$ cat src/rtl/printer_port_map.vh
// Register offsets, field positions, reset values and timing counts of the printer port.
`ifndef PRINTER_PORT_MAP_VH
`define PRINTER_PORT_MAP_VH
`define OFS_DATA_OUT 4'h0
`define OFS_STATUS 4'h4
`define OFS_CONTROL 4'h8
`define OFS_IRQ_STATUS 4'hc
`define OFS_IRQ_MASK 4'h0
`define OFS_IRQ_MASK_B 5'h10
`define OFS_DATA_IN 5'h14
`define OFS_DATA_OUT_B 5'h00
`define OFS_STATUS_B 5'h04
`define OFS_CONTROL_B 5'h08
`define OFS_IRQ_STATUS_B 5'h0c
`define ST_BUSY 7
`define ST_ACK 6
`define ST_PAPER 5
`define ST_SELECT 4
`define ST_ERROR 3
`define CT_DIR 5
`define CT_IRQEN 4
`define CT_SELIN 3
`define CT_INIT 2
`define CT_AUTOLF 1
`define CT_STROBE 0
`define CTRL_RESET 8'h04
`define CTRL_UNUSED 8'hc0
`define STATUS_UNUSED 8'h07
`define IRQ_ACK_RISE 0
`define IRQ_STROBE_DONE 1
`define GUARD_NS 500
`define CLK_NS 10
`define GUARD_CYC ((`GUARD_NS + `CLK_NS - 1) / `CLK_NS)
`endif

$ cat src/rtl/printer_port_status_control.v
// Printer port status buffer, control latch, data latch and AXI4-Lite register slave.
`timescale 1ns/1ps
`include "printer_port_map.vh"
module printer_port_status_control #(
  parameter DATA_W = 8,
  parameter GUARD_CYCLES = `GUARD_CYC
) (
  input wire clk_sys_in,
  input wire resetn_in,
  input wire [4:0] s_axi_awaddr_in,
  input wire s_axi_awvalid_in,
  output reg s_axi_awready_out,
  input wire [31:0] s_axi_wdata_in,
  input wire [3:0] s_axi_wstrb_in,
  input wire s_axi_wvalid_in,
  output reg s_axi_wready_out,
  output reg [1:0] s_axi_bresp_out,
  output reg s_axi_bvalid_out,
  input wire s_axi_bready_in,
  input wire [4:0] s_axi_araddr_in,
  input wire s_axi_arvalid_in,
  output reg s_axi_arready_out,
  output reg [31:0] s_axi_rdata_out,
  output reg [1:0] s_axi_rresp_out,
  output reg s_axi_rvalid_out,
  input wire s_axi_rready_in,
  input wire [DATA_W-1:0] pd_in,
  output reg [DATA_W-1:0] pd_out,
  output reg pd_oe_n_out,
  input wire busy_in,
  input wire ack_n_in,
  input wire paper_out_in,
  input wire select_in,
  input wire error_n_in,
  output reg strobe_n_out,
  output reg init_n_out,
  output reg select_in_n_out,
  output reg auto_lf_n_out,
  output reg irq_out
);

  // ------------------------------------------------------------------
  // Register state
  // ------------------------------------------------------------------
  reg [DATA_W-1:0] data_q;
  reg [7:0] ctrl_q;
  reg [1:0] irq_stat_q;
  reg [1:0] irq_mask_q;
  reg ack_prev_q;
  reg [15:0] guard_q;
  reg strobe_act_q;
  reg strobe_req_q;
  reg aw_full_q;
  reg w_full_q;
  reg [4:0] aw_addr_q;
  reg [31:0] w_data_q;
  reg [3:0] w_strb_q;
  reg [7:0] status_w;
  reg [7:0] ctrl_rd_w;
  reg [31:0] rd_w;
  reg rd_ok_w;
  wire wr_go;
  wire ack_rise;
  wire strobe_want;
  wire guard_done;
  wire strobe_fell;

  // ------------------------------------------------------------------
  // Status view
  // ------------------------------------------------------------------
  always @* begin
    status_w = `STATUS_UNUSED;
    status_w[`ST_BUSY] = busy_in;
    status_w[`ST_ACK] = ack_n_in;
    status_w[`ST_PAPER] = paper_out_in;
    status_w[`ST_SELECT] = select_in;
    status_w[`ST_ERROR] = error_n_in;
    ctrl_rd_w = (ctrl_q & 8'h1f) | `CTRL_UNUSED;
  end

  // ------------------------------------------------------------------
  // Read decode
  // ------------------------------------------------------------------
  always @* begin
    rd_w = 32'h0000_0000;
    rd_ok_w = 1'b1;
    case (s_axi_araddr_in)
      `OFS_DATA_OUT_B: rd_w[DATA_W-1:0] = data_q;
      `OFS_STATUS_B: rd_w[7:0] = status_w;
      `OFS_CONTROL_B: rd_w[7:0] = ctrl_rd_w;
      `OFS_IRQ_STATUS_B: rd_w[1:0] = irq_stat_q;
      `OFS_IRQ_MASK_B: rd_w[1:0] = irq_mask_q;
      `OFS_DATA_IN: rd_w[DATA_W-1:0] = pd_in;
      default: rd_ok_w = 1'b0;
    endcase
  end

  assign wr_go = aw_full_q && w_full_q && !s_axi_bvalid_out;
  assign ack_rise = ack_n_in && !ack_prev_q;
  // A strobe is only let out once the data has settled for the guard time, and
  // the latch is frozen while the strobe is high and for the guard time after.
  assign strobe_want = ctrl_q[`CT_STROBE];
  assign guard_done = (guard_q == 16'h0000);
  assign strobe_fell = strobe_act_q && !strobe_want;

  // ------------------------------------------------------------------
  // Bus handshake and registers
  // ------------------------------------------------------------------
  always @(posedge clk_sys_in) begin
    if (!resetn_in) begin
      s_axi_awready_out <= 1'b0;
      s_axi_wready_out <= 1'b0;
      s_axi_bvalid_out <= 1'b0;
      s_axi_bresp_out <= 2'b00;
      s_axi_arready_out <= 1'b0;
      s_axi_rvalid_out <= 1'b0;
      s_axi_rresp_out <= 2'b00;
      s_axi_rdata_out <= 32'h0000_0000;
      aw_full_q <= 1'b0;
      w_full_q <= 1'b0;
      aw_addr_q <= 5'h00;
      w_data_q <= 32'h0000_0000;
      w_strb_q <= 4'h0;
      data_q <= {DATA_W{1'b0}};
      ctrl_q <= `CTRL_RESET;
      irq_stat_q <= 2'b00;
      irq_mask_q <= 2'b00;
      ack_prev_q <= 1'b1;
      guard_q <= 16'h0000;
      strobe_act_q <= 1'b0;
      strobe_req_q <= 1'b0;
    end else begin
      ack_prev_q <= ack_n_in;
      s_axi_awready_out <= !aw_full_q && !s_axi_awready_out && s_axi_awvalid_in;
      s_axi_wready_out <= !w_full_q && !s_axi_wready_out && s_axi_wvalid_in;
      if (s_axi_awvalid_in && s_axi_awready_out) begin
        aw_full_q <= 1'b1;
        aw_addr_q <= s_axi_awaddr_in;
      end
      if (s_axi_wvalid_in && s_axi_wready_out) begin
        w_full_q <= 1'b1;
        w_data_q <= s_axi_wdata_in;
        w_strb_q <= s_axi_wstrb_in;
      end
      if (s_axi_bvalid_out && s_axi_bready_in) begin
        s_axi_bvalid_out <= 1'b0;
      end
      // Strobe pacing: count the guard before raising and after dropping.
      if (!guard_done) begin
        guard_q <= guard_q - 16'h0001;
      end
      if (strobe_want && !strobe_act_q && guard_done) begin
        strobe_act_q <= 1'b1;
      end else if (strobe_fell) begin
        strobe_act_q <= 1'b0;
        guard_q <= GUARD_CYCLES[15:0];
        strobe_req_q <= 1'b1;
      end else if (guard_done && strobe_req_q) begin
        strobe_req_q <= 1'b0;
      end
      irq_stat_q[`IRQ_ACK_RISE] <= irq_stat_q[`IRQ_ACK_RISE];
      irq_stat_q[`IRQ_STROBE_DONE] <= irq_stat_q[`IRQ_STROBE_DONE];
      if (wr_go) begin
        aw_full_q <= 1'b0;
        w_full_q <= 1'b0;
        s_axi_bvalid_out <= 1'b1;
        s_axi_bresp_out <= 2'b00;
        if (w_strb_q[0]) begin
          case (aw_addr_q)
            `OFS_DATA_OUT_B: begin
              // Changing data under a live strobe would break the hold window.
              if (!strobe_act_q && !strobe_req_q) begin
                data_q <= w_data_q[DATA_W-1:0];
                guard_q <= GUARD_CYCLES[15:0];
              end
            end
            `OFS_CONTROL_B: ctrl_q <= w_data_q[7:0] & 8'h3f;
            `OFS_IRQ_STATUS_B: irq_stat_q <= irq_stat_q & ~w_data_q[1:0];
            `OFS_IRQ_MASK_B: irq_mask_q <= w_data_q[1:0];
            `OFS_STATUS_B: s_axi_bresp_out <= 2'b10;
            `OFS_DATA_IN: s_axi_bresp_out <= 2'b10;
            default: s_axi_bresp_out <= 2'b10;
          endcase
        end
      end
      // Hardware sets win over a same-cycle software clear.
      if (ack_rise && ctrl_q[`CT_IRQEN]) begin
        irq_stat_q[`IRQ_ACK_RISE] <= 1'b1;
      end
      if (strobe_fell) begin
        irq_stat_q[`IRQ_STROBE_DONE] <= 1'b1;
      end
      if (s_axi_arvalid_in && !s_axi_arready_out && !s_axi_rvalid_out) begin
        s_axi_arready_out <= 1'b1;
        s_axi_rdata_out <= rd_w;
        s_axi_rresp_out <= rd_ok_w ? 2'b00 : 2'b10;
      end else begin
        s_axi_arready_out <= 1'b0;
      end
      if (s_axi_arready_out) begin
        s_axi_rvalid_out <= 1'b1;
      end else if (s_axi_rvalid_out && s_axi_rready_in) begin
        s_axi_rvalid_out <= 1'b0;
      end
    end
  end

  // ------------------------------------------------------------------
  // Printer pins
  // ------------------------------------------------------------------
  always @(posedge clk_sys_in) begin
    if (!resetn_in) begin
      pd_out <= {DATA_W{1'b0}};
      pd_oe_n_out <= 1'b0;
      strobe_n_out <= 1'b1;
      init_n_out <= 1'b0;
      select_in_n_out <= 1'b1;
      auto_lf_n_out <= 1'b1;
      irq_out <= 1'b0;
    end else begin
      pd_out <= data_q;
      pd_oe_n_out <= ctrl_q[`CT_DIR];
      strobe_n_out <= !strobe_act_q;
      init_n_out <= ctrl_q[`CT_INIT];
      select_in_n_out <= !ctrl_q[`CT_SELIN];
      auto_lf_n_out <= !ctrl_q[`CT_AUTOLF];
      irq_out <= |(irq_stat_q & irq_mask_q);
    end
  end

endmodule // printer_port_status_control

$ cat config.mk
export PLATFORM = sky130hd
export DESIGN_NAME = printer_port_status_control
export DESIGN_NICKNAME = d
export VERILOG_FILES = /design/src/rtl/printer_port_status_control.v
export VERILOG_INCLUDE_DIRS = /design/src /design/src/rtl
export SDC_FILE = /design/constraint.sdc
export NUM_CORES = 1
export LEC_CHECK = 0
export ABC_AREA = 1
export BUFFER_PORTS_ARGS = -buffer_cell sky130_fd_sc_hd__buf_2
export CORE_AREA = 2 2 86 88
export DETAILED_ROUTE_END_ITERATION = 8
export DIE_AREA = 0 0 88 90
export GPL_TIMING_DRIVEN = 0
export PLACE_DENSITY = 0.83
export REMOVE_ABC_BUFFERS = 1
export SETUP_SLACK_MARGIN = 0.02
export SLEW_MARGIN = 40
export SYNTH_ARGS = -nofsm -noshare
export SYNTH_HDL_FRONTEND = slang
export SYNTH_SLANG_ARGS = --single-unit
export TNS_END_PERCENT = 20
$ cat constraint.sdc
create_clock -name clk_sys_in -period 3.1 [get_ports clk_sys_in]
set_clock_uncertainty 0.2 [all_clocks]
set_input_delay 0.31 -clock clk_sys_in [delete_from_list [all_inputs] [get_ports clk_sys_in]]
set_output_delay 0.31 -clock clk_sys_in [all_outputs]
set_load 0.005 [all_outputs]
==> impl_results.md, run 1 <==
* Synthesis-stage register bit count at 82
* CTS buffer count at 9
* # IOs at around 120
* Total GRT Usage at 0.213
* Core area at between 7000 and 8000 µm²
* Slowest-stage cell, CP: dfxtp_1
* CTS root buf: clkbuf_8
* Fin cells at 686
* Hold Path Depth at 3
* Fin crit share at 0.632
* Pwr Density at 648 nW/µm²
* CP dominant cell by count: nor2_1
* Critical path, cell by cell: inv_1 > ha_1 > nand3_2 > nor2_1 > nand3_2 > nand2_1 > o21ai_0 > nor2_1 > nor2_1
* Worst path required time at approximately 3.1 ns
* Crit Reg-Reg Startpoint: guard_q[0]$_SDFF_PN0_
* Power share of the sequential group at 0.446
* Crit-path max cell delay at around 0.32 ns
* Ant diodes at 0
* # DRC at 0
* Post-Synth Simple-Gate Area at 0.296
* GP Congestion at 0.917
* Layout overhead on the synthesized area at 16.0%
* Number of I/O port buffers at 67
* Cells after DPL at 657
* Die footprint at 7920 µm²
* Yosys cell types at 33
* Final slew viol count at 0
* Worst Setup SP: guard_q[0]$_SDFF_PN0_
* Routed via count at 3,316
* Pwr Total at roughly 2.8 mW
* Async set-reset flop share out of synthesis at 0
* First DRT Iteration DRCs at 210
* Max-slew headroom at 0.485
* R2R Setup Slk at 1.14 ns
* Vias in the first global route at 3,152
* Cell-internal power at 1.76 mW
* Post-synth EDFFs at 0
* NetSw at 0.998 mW
* # Post-CTS Setup Buffers at 0
* Crit-path max FO at 17
* Site Rows at 31
* Dpl hpwl at 5700 µm
* Layout cells sized above 1 at 0.172
* Worst-margin pin slew at 0.773 ns
* Startpoint class of the critical path: flop
* CP Capture Type: flop
* Initial antenna violation count at 0
* Design area at 4260 µm²
* Fin. Hold Viols at 0
* First-pass GRT wire length at 13,600 µm
* Max Freq at 510 MHz
* Post-synth top cells: nor2_1, dfxtp_1, nand2_1, inv_1, o21ai_0
* Max-cap violation count at 0
* Reg2Reg Depth at 9
* WS Path Type: flop to flop
* Post-Route WL at about 7900 µm
* Clock slew at reported path FFs at 0.08 ns
* CP Data Arrival Time at between 1.5 and 2 ns
* Synth Area in Adders at 0.00340
* Synth Area per Inst at 7.25 µm²
* Final layout net count at 649
* Synth area leaders: dfxtp_1, nor2_1, nand2_1
* CTS H-tree lvls at 3
* Multiplexer share of the synthesized area at 0
* Clk pwr share at 0.247
* Initial cell density of the core at 0.523
* Cells after synthesis at 507
* CTS sink cnt at just over 80
* 1st-pass router iterations at 4
* DRT antenna net count at 0
* Top FF cell, synth: dfxtp_1
* Drt via density at between 4 and 5
* Sequential share of the synthesized area at 0.447
* Combinational cell fraction of total power at 0.307
* Reg2reg end: guard_q[1]$_SDFF_PN0_
* Area leader, netlist: dfxtp_1
* Top-count cell post-synth: nor2_1
* Final period demand of the worst path at 1.96 ns
* Xor/xnor cell area share of the yosys netlist at 0.00477
* Run status: complete, no violations
* Setup violations, final at 0
* Post-synthesis compound-gate area fraction at 0.117
* Setup_tns at 0 ns
* Switch share at 0.361
* Worst-Skew Late Latency at 0.36 ns
* CTS tree: yes
* Worst Hold Launch: s_axi_wdata_in[3]
* Avg WL per Cell at 11.5 µm
* Min-Delay Endpoint: w_data_q[3]$_SDFFE_PN0P_
* Gr ovfl total at 0
* Lkg Pwr at 2.01 nW
* Hold Path Class: primary input to flop
* Yosys top cell area share at 0.447
* RSZ-0062 raised after global routing: no
* Synthesis Warnings at 0
* DP Area at 3960 µm²
* Chip Height at 90 µm
* Fillcell total at around 640
* Max clock buf depth at 2
* Die X at 88 µm
* Max VDD drop at 305 µV
* Post-Syn Area at between 3000 and 4000 µm²
* Largest family of logic cells by synthesized area: simple AND/OR/NAND/NOR gates
* Largest net degree at the start of global routing at 51
-- layout make-up --
cell class                      count  area, µm²  share of cell area
Clock buffer                       10        128              0.0299
Clock inverter                      6       41.3             0.00969
Inverter                           57        214              0.0502
Multi-Input combinational cell    352       1650               0.387
Sequential cell                    82       1640               0.385
Tap cell                           99        124              0.0291
Timing Repair Buffer               80        465               0.109
-- cells in the final DEF (no fill, tap or decap), types with 2 or more instances in the layout --
| master | instances |
|---|---|
| dfxtp_1 | 82 |
| dlygate4sd3_1 | 13 |
| inv_2 | 2 |
| nand4_1 | 21 |
| conb_1 | 26 |
| nand3_1 | 33 |
| nand3_2 | 2 |
| nor2_1 | 83 |
| clkinvlp_4 | 3 |
| nor2_4 | 3 |
| nand2_4 | 2 |
| inv_1 | 53 |
| clkinv_2 | 2 |
| buf_2 | 67 |
| nor3_1 | 3 |
| o21ai_0 | 40 |
| clkinv_1 | 2 |
| nand2_1 | 80 |
| or2_2 | 2 |
| clkbuf_8 | 9 |
| nor2_2 | 4 |
| xor2_1 | 2 |
| nand2_2 | 2 |
| a21oi_1 | 39 |
-- per-stage QoR --
stage	setup WS, ns	util	hold slack [ns]
2_1_floorplan	1.14	-	0.158
3_3_place_gp	0.709	0.564	0.166
3_5_place_dp	0.959	0.565	0.173
4_1_cts	1.13	0.607	0.00274
5_1_grt	0.934	0.607	0.0250
6_report	1.14	0.607	0.0129
-- how the worst max path moves through the flow --
stage                                           end  slack [ns]  cells after the start
detailed placement  s_axi_bresp_out[1]$_SDFFE_PN0P_        0.96                      3
global route                  guard_q[1]$_SDFF_PN0_        0.93                      9
global placement    s_axi_rdata_out[3]$_SDFFE_PN0P_        0.71                      6
finish                        guard_q[1]$_SDFF_PN0_        1.14                      9
CTS                           guard_q[1]$_SDFF_PN0_        1.13                      9
floorplan           s_axi_rdata_out[3]$_SDFFE_PN0P_        1.14                      7
-- worst max-delay path: cells and delay by family, from the launching register on --
family                     cells  cell delay [ns]
buffers and inverters          1             0.08
adders and majority gates      1             0.22
AOI/OAI and AO/OA              1             0.09
DFF                            1             0.32
and+or+nand+nor                6             0.91
-- sequential cells by signal (all words and copies together) (netlist names), 2 cells and up --
| signal | cells |
|---|---|
| pd_out | 8 |
| data_q | 8 |
| guard_q | 16 |
| irq_mask_q | 2 |
| s_axi_rdata_out | 8 |
| ctrl_q | 6 |
| irq_stat_q | 2 |
| w_data_q | 8 |
| aw_addr_q | 5 |
-- what timing repair did --
action	CTS	global route
hold buffers	13	0
gates resized for setup	0	0
hold endpoints to repair	13	0
-- cell families (layout without fill, tap and decap cells) --
logic type               count (synthesis)  in the layout
XOR/XNOR                                 2              2
buffers and inverters                   98            153
AO/OA/AOI/OAI                           84             84
other                                    1             26
adder cells (fa/ha/maj)                  1              1
flip-flops                              82             82
AND/OR/NAND/NOR                        239            239
-- power by group through the flow --
stage / Clock, mW / Sequential, mW / Combinational, mW
after detailed placement: 0 / 1.26 / 0.832
after global routing: 0.749 / 1.25 / 0.994
after floorplan: 0 / 1.24 / 0.663
after global placement: 0 / 1.25 / 0.796
after CTS: 0.696 / 1.23 / 0.846
final: 0.682 / 1.23 / 0.847
-- metal layers --
| metal | vias up | share of wire | GRT usage |
|---|---|---|---|
| li1 | 1731 | - | - |
| met1 | 1473 | 0.43 | 0.253 |
| met2 | 99 | 0.49 | 0.356 |
| met3 | 13 | 0.064 | 0.0689 |
| met4 | 0 | 0.017 | 0.0756 |
| met5 | - | 0 | 0 |
Power figures use the tool's default switching activity.
==> inputs of run 2 (changes only) <==
Settings changed: CORE_AREA 2 2 86 88 to 2 2 89 91, DIE_AREA 0 0 88 90 to 0 0 91 93, PLACE_DENSITY 0.83 to 0.78.
Clock period 3.1 ns to 1.85 ns, I/O delays scaled along.
==> run 2 against run 1 <==
Net effect: non-clock buffer count up 17; total power up 88%; worst setup slack worse by 1.0 ns; critical path depth down 6; sequential share of layout area down 2.5 points.
==> impl_results.md, run 2 (synthesis results as in run 1) <==
* Drt via density at 4.90 (+1.4%)
* Fillcell total at 693 (+9.0%)
* Ant diodes at 0 (unchanged)
* DP Area at 3970 µm² (about the same)
* Clock slew at reported path FFs at 0.09 ns (about the same)
* Critical path, cell by cell: buf_2 > inv_1 > a21oi_1
* CP Capture Type: flop
* Power share of the sequential group at 0.398 (-0.048)
* Combinational cell fraction of total power at 0.321 (+0.014)
* CTS tree: yes
* Hold Path Class: primary input to flop
* First DRT Iteration DRCs at 297 (+41%)
* CTS buffer count at 9 (unchanged)
* Number of I/O port buffers at 67 (unchanged)
* CTS H-tree lvls at 3 (unchanged)
* WS Path Type: primary input to flop
* Crit-path max cell delay at 0.62 ns (+0.30 ns)
* Cell-internal power at 3.35 mW (+90%)
* Clk pwr share at 0.281 (+0.034)
* Post-route setup slack at 0.129 ns (-1.01 ns)
* Final Util at 0.605 (-0.00198)
* Final slew viol count at 0 (unchanged)
* Largest register FFs at 16 (unchanged)
* Hold_ws at 0.00463 ns (-0.00830 ns)
* Total GRT Usage at 0.197 (-0.0167)
* Fin cells at 707 (+3.1%)
* Final period demand of the worst path at roughly 1.7 ns
* Fin. Hold Viols at 0 (unchanged)
* Commonest non-fill, non-tap cell in the layout: dfxtp_1
* Layout cells sized above 1 at 0.195 (+0.0230)
* Gr ovfl total at 0 (unchanged)
* Chip Height at 93 µm (+3.3%)
* CP Data Arrival Time at 1.78 ns (-0.20 ns)
* Initial antenna violation count at 0 (unchanged)
* Avg WL per Cell at 11.8 µm (+2.4%)
* Worst-margin pin slew at 0.826 ns (+0.0536 ns)
* Layout overhead on the synthesized area at 24.0%
* Max VDD drop at 582 µV (+91%)
* Initial cell density of the core at 0.488 (-0.0352)
* Biggest register: guard_q
* Worst Hold Launch: pd_in[5]
* Worst Setup SP: resetn_in
* Post-Route WL at 8320 µm (+5.5%)
* 1st-pass router iterations at 5 (+1)
* Most frequent cells in the layout: dfxtp_1, nand2_1, nor2_1, buf_2, inv_1
* Die X at 91 µm (+3.4%)
* Max Freq at 581 MHz
* Design area at 4560 µm² (+6.9%)
* Pwr Density at 1140 nW/µm² (+76%)
* Worst path required time at 1.91 ns (-1.21 ns)
* Final layout net count at 667 (+2.8%)
* Core area at 7530 µm² (+7.2%)
* Routed via count at 3,466 (+4.5%)
* Fin crit share at 0.930
* Pwr Total at 5.19 mW (+88%)
* Slowest-stage cell, CP: buf_2
* Bufs and invs on worst path at 2 (+1)
* NetSw at 1.83 mW (+84%)
* First-pass GRT wire length at 13,700 µm (+1.0%)
* Cells after DPL at 660 (+0.46%)
* # IOs at 121 (unchanged)
* Max clock buf depth at 2 (unchanged)
* CTS root buf: clkbuf_8
* GP Congestion at 0.879 (-4.1%)
* Lkg Pwr at 2.12 nW (+5.9%)
* Pre-CTS setup slack at -0.178 ns (-1.14 ns)
* Top delay family on crit path: buffers and inverters
* Startpoint class of the critical path: primary input
* Setup violations, final at 0 (unchanged)
* DRT antenna net count at 0 (unchanged)
* Switch share at 0.353 (-0.00803)
* Worst-Skew Late Latency at 0.36 ns (about the same)
* # DRC at 0 (unchanged)
* RSZ-0062 raised after global routing: yes
* Setup_tns at 0 ns (unchanged)
* Largest net degree at the start of global routing at 51 (unchanged)
* Dpl hpwl at 5630 µm (-1.1%)
* Site Rows at 32 (+3.2%)
* R2R Setup Slk at 0.13 ns (-1.01 ns)
* CTS sink cnt at 82 (unchanged)
* Max-cap violation count at 0 (unchanged)
* Die footprint at 8460 µm² (+6.9%)
* Crit Reg-Reg Startpoint: w_full_q$_SDFFE_PP0P_
* Vias in the first global route at 3,174 (+0.70%)
* Crit-path max FO at 50 (+33)
* Max-slew headroom at 0.449 (-0.0358)
* Run status: complete, no violations
run 2: worst min-delay path, stage by stage:
cell	delay, ns
buf_2	0.09
nand3_1	0.07
nand3_1	0.06
nand2_1	0.06
a21oi_1	0.06
run 2: timing repair:
action                                 in CTS  in global routing
setup buffers                               0                  7
pin swaps                                   1                  2
gates resized for setup                     4                 13
cloned                                      0                  1
endpoints found under the hold margin      24                  0
hold buffers                               23                  0
setup endpoints to repair                  15                 38
run 2: layout make-up:
cell class	instances	area, µm²	area share
Tap cell	102	128	0.0280
Inverter	57	218	0.0478
Clock inverter	7	100	0.0220
Clock buffer	9	124	0.0272
Timing Repair Buffer	97	618	0.136
Multi-Input combinational cell	353	1730	0.379
Sequential cell	82	1640	0.360
run 2: layer usage:
layer  global-route usage  vias up  wire length (µm)
met3               0.0330       22               501
met5                    0        -                 0
met2                0.327      117              4090
li1                     -     1781                 -
met4               0.0960        0               213
met1                0.249     1546              3510
run 2: worst paths after layout:
kind | depth (start not counted) | end
max reg2reg | 11 | guard_q[14]$_SDFF_PN0_
min | 5 | s_axi_rdata_out[5]$_SDFFE_PN0P_
max | 3 | irq_out$_SDFF_PN0_
min reg2reg | 1 | select_in_n_out$_SDFF_PN1_
run 2: power groups by stage:
stage / sequential, mW / combinational (mW) / clock [mW]
final: 2.07 / 1.66 / 1.46
after global routing: 2.09 / 1.91 / 1.55
after CTS: 2.06 / 1.48 / 1.47
after detailed placement: 2.10 / 1.40 / 0
after global placement: 2.10 / 1.34 / 0
after floorplan: 2.07 / 1.11 / 0
==> inputs of run 3 (changes only) <==
Settings changed: BUFFER_PORTS_ARGS -buffer_cell sky130_fd_sc_hd__buf_2 to -buffer_cell sky130_fd_sc_hd__buf_4.
==> run 3 against run 2 <==
Net effect: via count up 2.3%; design area rose by 3.0%; hold slack improved by 0.0081 ns; highest routed layer unchanged; global-route usage grew 0.43 points; register-to-register slack got worse by 0.03 ns.
==> impl_results.md, run 3 (synthesis results as in run 1) <==
* Critical path, cell by cell: inv_1 > ha_1 > nand3_4 > nor2_4 > nand3_2 > o21ai_0 > a21oi_1
* 1st-pass router iterations at 5 (unchanged)
* Worst-margin pin slew at 0.703 ns (-0.123 ns)
* CP Data Arrival Time at 1.77 ns (about the same)
* Worst-Skew Late Latency at 0.36 ns (about the same)
* Final slew viol count at 0 (unchanged)
* Pre-CTS setup slack at -0.140 ns (+0.0378 ns)
* Biggest register: guard_q
* Commonest non-fill, non-tap cell in the layout: dfxtp_1
* Total GRT Usage at 0.201 (+0.00433)
* Reg2Reg Depth at 7 (-4)
* Layout overhead on the synthesized area at 27.6%
* Post-route setup slack at 0.0947 ns (-0.0341 ns)
* Hold Path Class: primary input to flop
* Site Rows at 32 (unchanged)
* Final period demand of the worst path at 1.76 ns (+0.0341 ns)
* Chip Height at 93 µm (unchanged)
* GP Congestion at 0.841 (-4.3%)
* CTS root buf: clkbuf_8
* Fin. Hold Viols at 0 (unchanged)
* Ant diodes at 0 (unchanged)
* Lkg Pwr at 2.15 nW (+1.4%)
* Core area at 7530 µm² (unchanged)
* CTS buffer count at 9 (unchanged)
* Max-cap violation count at 0 (unchanged)
* DRT antenna net count at 0 (unchanged)
* CTS H-tree lvls at 3 (unchanged)
* Dpl hpwl at 5810 µm (+3.1%)
* Initial antenna violation count at 0 (unchanged)
* Final layout net count at 670 (+0.45%)
* Largest register FFs at 16 (unchanged)
* Initial cell density of the core at 0.488 (unchanged)
* Routed via count at 3,545 (+2.3%)
* Top delay family on crit path: simple AND/OR/NAND/NOR gates
* Post-Route WL at 8680 µm (+4.4%)
* Cells after DPL at 660 (unchanged)
* Max Freq at 570 MHz (-1.9%)
* Max-slew headroom at 0.531 (+0.0813)
* Die X at 91 µm (unchanged)
* Fin cells at 710 (+0.42%)
* Avg WL per Cell at 12.2 µm (+4.0%)
* Bufs and invs on worst path at 1 (-1)
* Vias in the first global route at 3,207 (+1.0%)
* Setup_tns at 0 ns (unchanged)
* Setup violations, final at 0 (unchanged)
* First DRT Iteration DRCs at 213 (-28%)
* Slowest-stage cell, CP: dfxtp_1
* Run status: complete, no violations
* # IOs at 121 (unchanged)
* Startpoint class of the critical path: flop
* CP Capture Type: flop
* WS Path Type: flop to flop
* Most frequent cells in the layout: dfxtp_1, nand2_1, nor2_1, buf_4, inv_1
* Max clock buf depth at 2 (unchanged)
* Layout cells sized above 1 at 0.197 (+0.00233)
* Fin crit share at 0.949 (+0.0184)
* Die footprint at 8460 µm² (unchanged)
* Number of I/O port buffers at 67 (unchanged)
* Max VDD drop at 507 µV (-13%)
* Drt via density at 4.99 (+1.8%)
* Pwr Density at 1070 nW/µm² (-5.6%)
* Clock slew at reported path FFs at 0.09 ns (about the same)
* CTS tree: yes
* Crit-path max cell delay at 0.32 ns (-0.30 ns)
* Worst path required time at 1.87 ns (-0.04 ns)
* CTS sink cnt at 82 (unchanged)
* Critical path depth at 7 (+4)
* Hold Path Depth at 5 (unchanged)
* First-pass GRT wire length at 14,000 µm (+2.1%)
* Crit-path max FO at 7 (-86%)
* # DRC at 0 (unchanged)
* Largest net degree at the start of global routing at 51 (unchanged)
* Gr ovfl total at 0 (unchanged)
## run 3: metrics by stage
| step | total power, mW | util | hold WS [ns] | cell area (µm²) |
|---|---|---|---|---|
| floorplan | 3.18 | - | 0.0537 | 3500 |
| global placement | 3.47 | 0.549 | 0.169 | 4130 |
| detailed placement | 3.52 | 0.549 | 0.178 | 4140 |
| CTS | 4.82 | 0.607 | 0.00362 | 4570 |
| global route | 5.38 | 0.623 | 0.0289 | 4690 |
| finish | 5.04 | 0.623 | 0.0127 | 4690 |
## run 3: cell type report
cell class                 instances  area [µm²]
fill                             710        2840
inverter                          57         218
multi-input combinational        353        1710
sequential                        82        1640
clock buffer                       9         124
tap                              102         128
clock inverter                     7        58.8
timing repair buffer             100         808
## run 3: path summary, 6_finish.rpt
check	endpoint	startpoint	slack (ns)
max	guard_q[4]$_SDFF_PN0_	guard_q[0]$_SDFF_PN0_	0.09
min	s_axi_rdata_out[5]$_SDFFE_PN0P_	paper_out_in	0.01
max reg2reg	guard_q[4]$_SDFF_PN0_	guard_q[0]$_SDFF_PN0_	0.09
min reg2reg	select_in_n_out$_SDFF_PN1_	ctrl_q[3]$_SDFFE_PN0P_	0.20
## run 3: where the power goes
part / switching [mW] / leakage (nW) / total [mW] / internal, mW
clock network: 0.716 / 0.0925 / 1.23 / 0.511
logic: 1.05 / 1.40 / 1.74 / 0.692
registers: 0.138 / 0.667 / 2.07 / 1.93
## run 3: tightest hold or removal path, delay by kind of cell
kind | cells | cell delay, ns
AND/OR/NAND/NOR | 3 | 0.19
buffers and inverters | 1 | 0.11
AO/OA/AOI/OAI | 1 | 0.05
## run 3: timing repair
action,CTS,global route
endpoints found under the hold margin,24,0
setup endpoints to repair,25,39
pin swaps,1,2
hold buffers,23,0
buffers inserted,0,10
resized for setup,4,9
gates cloned,0,1
## run 3: per-layer routing
layer,vias to the layer above,track usage,share of wire
li1,1779,-,-
met1,1621,0.247,0.43
met2,121,0.348,0.50
met3,24,0.0306,0.044
met4,0,0.0934,0.026
met5,-,0,0
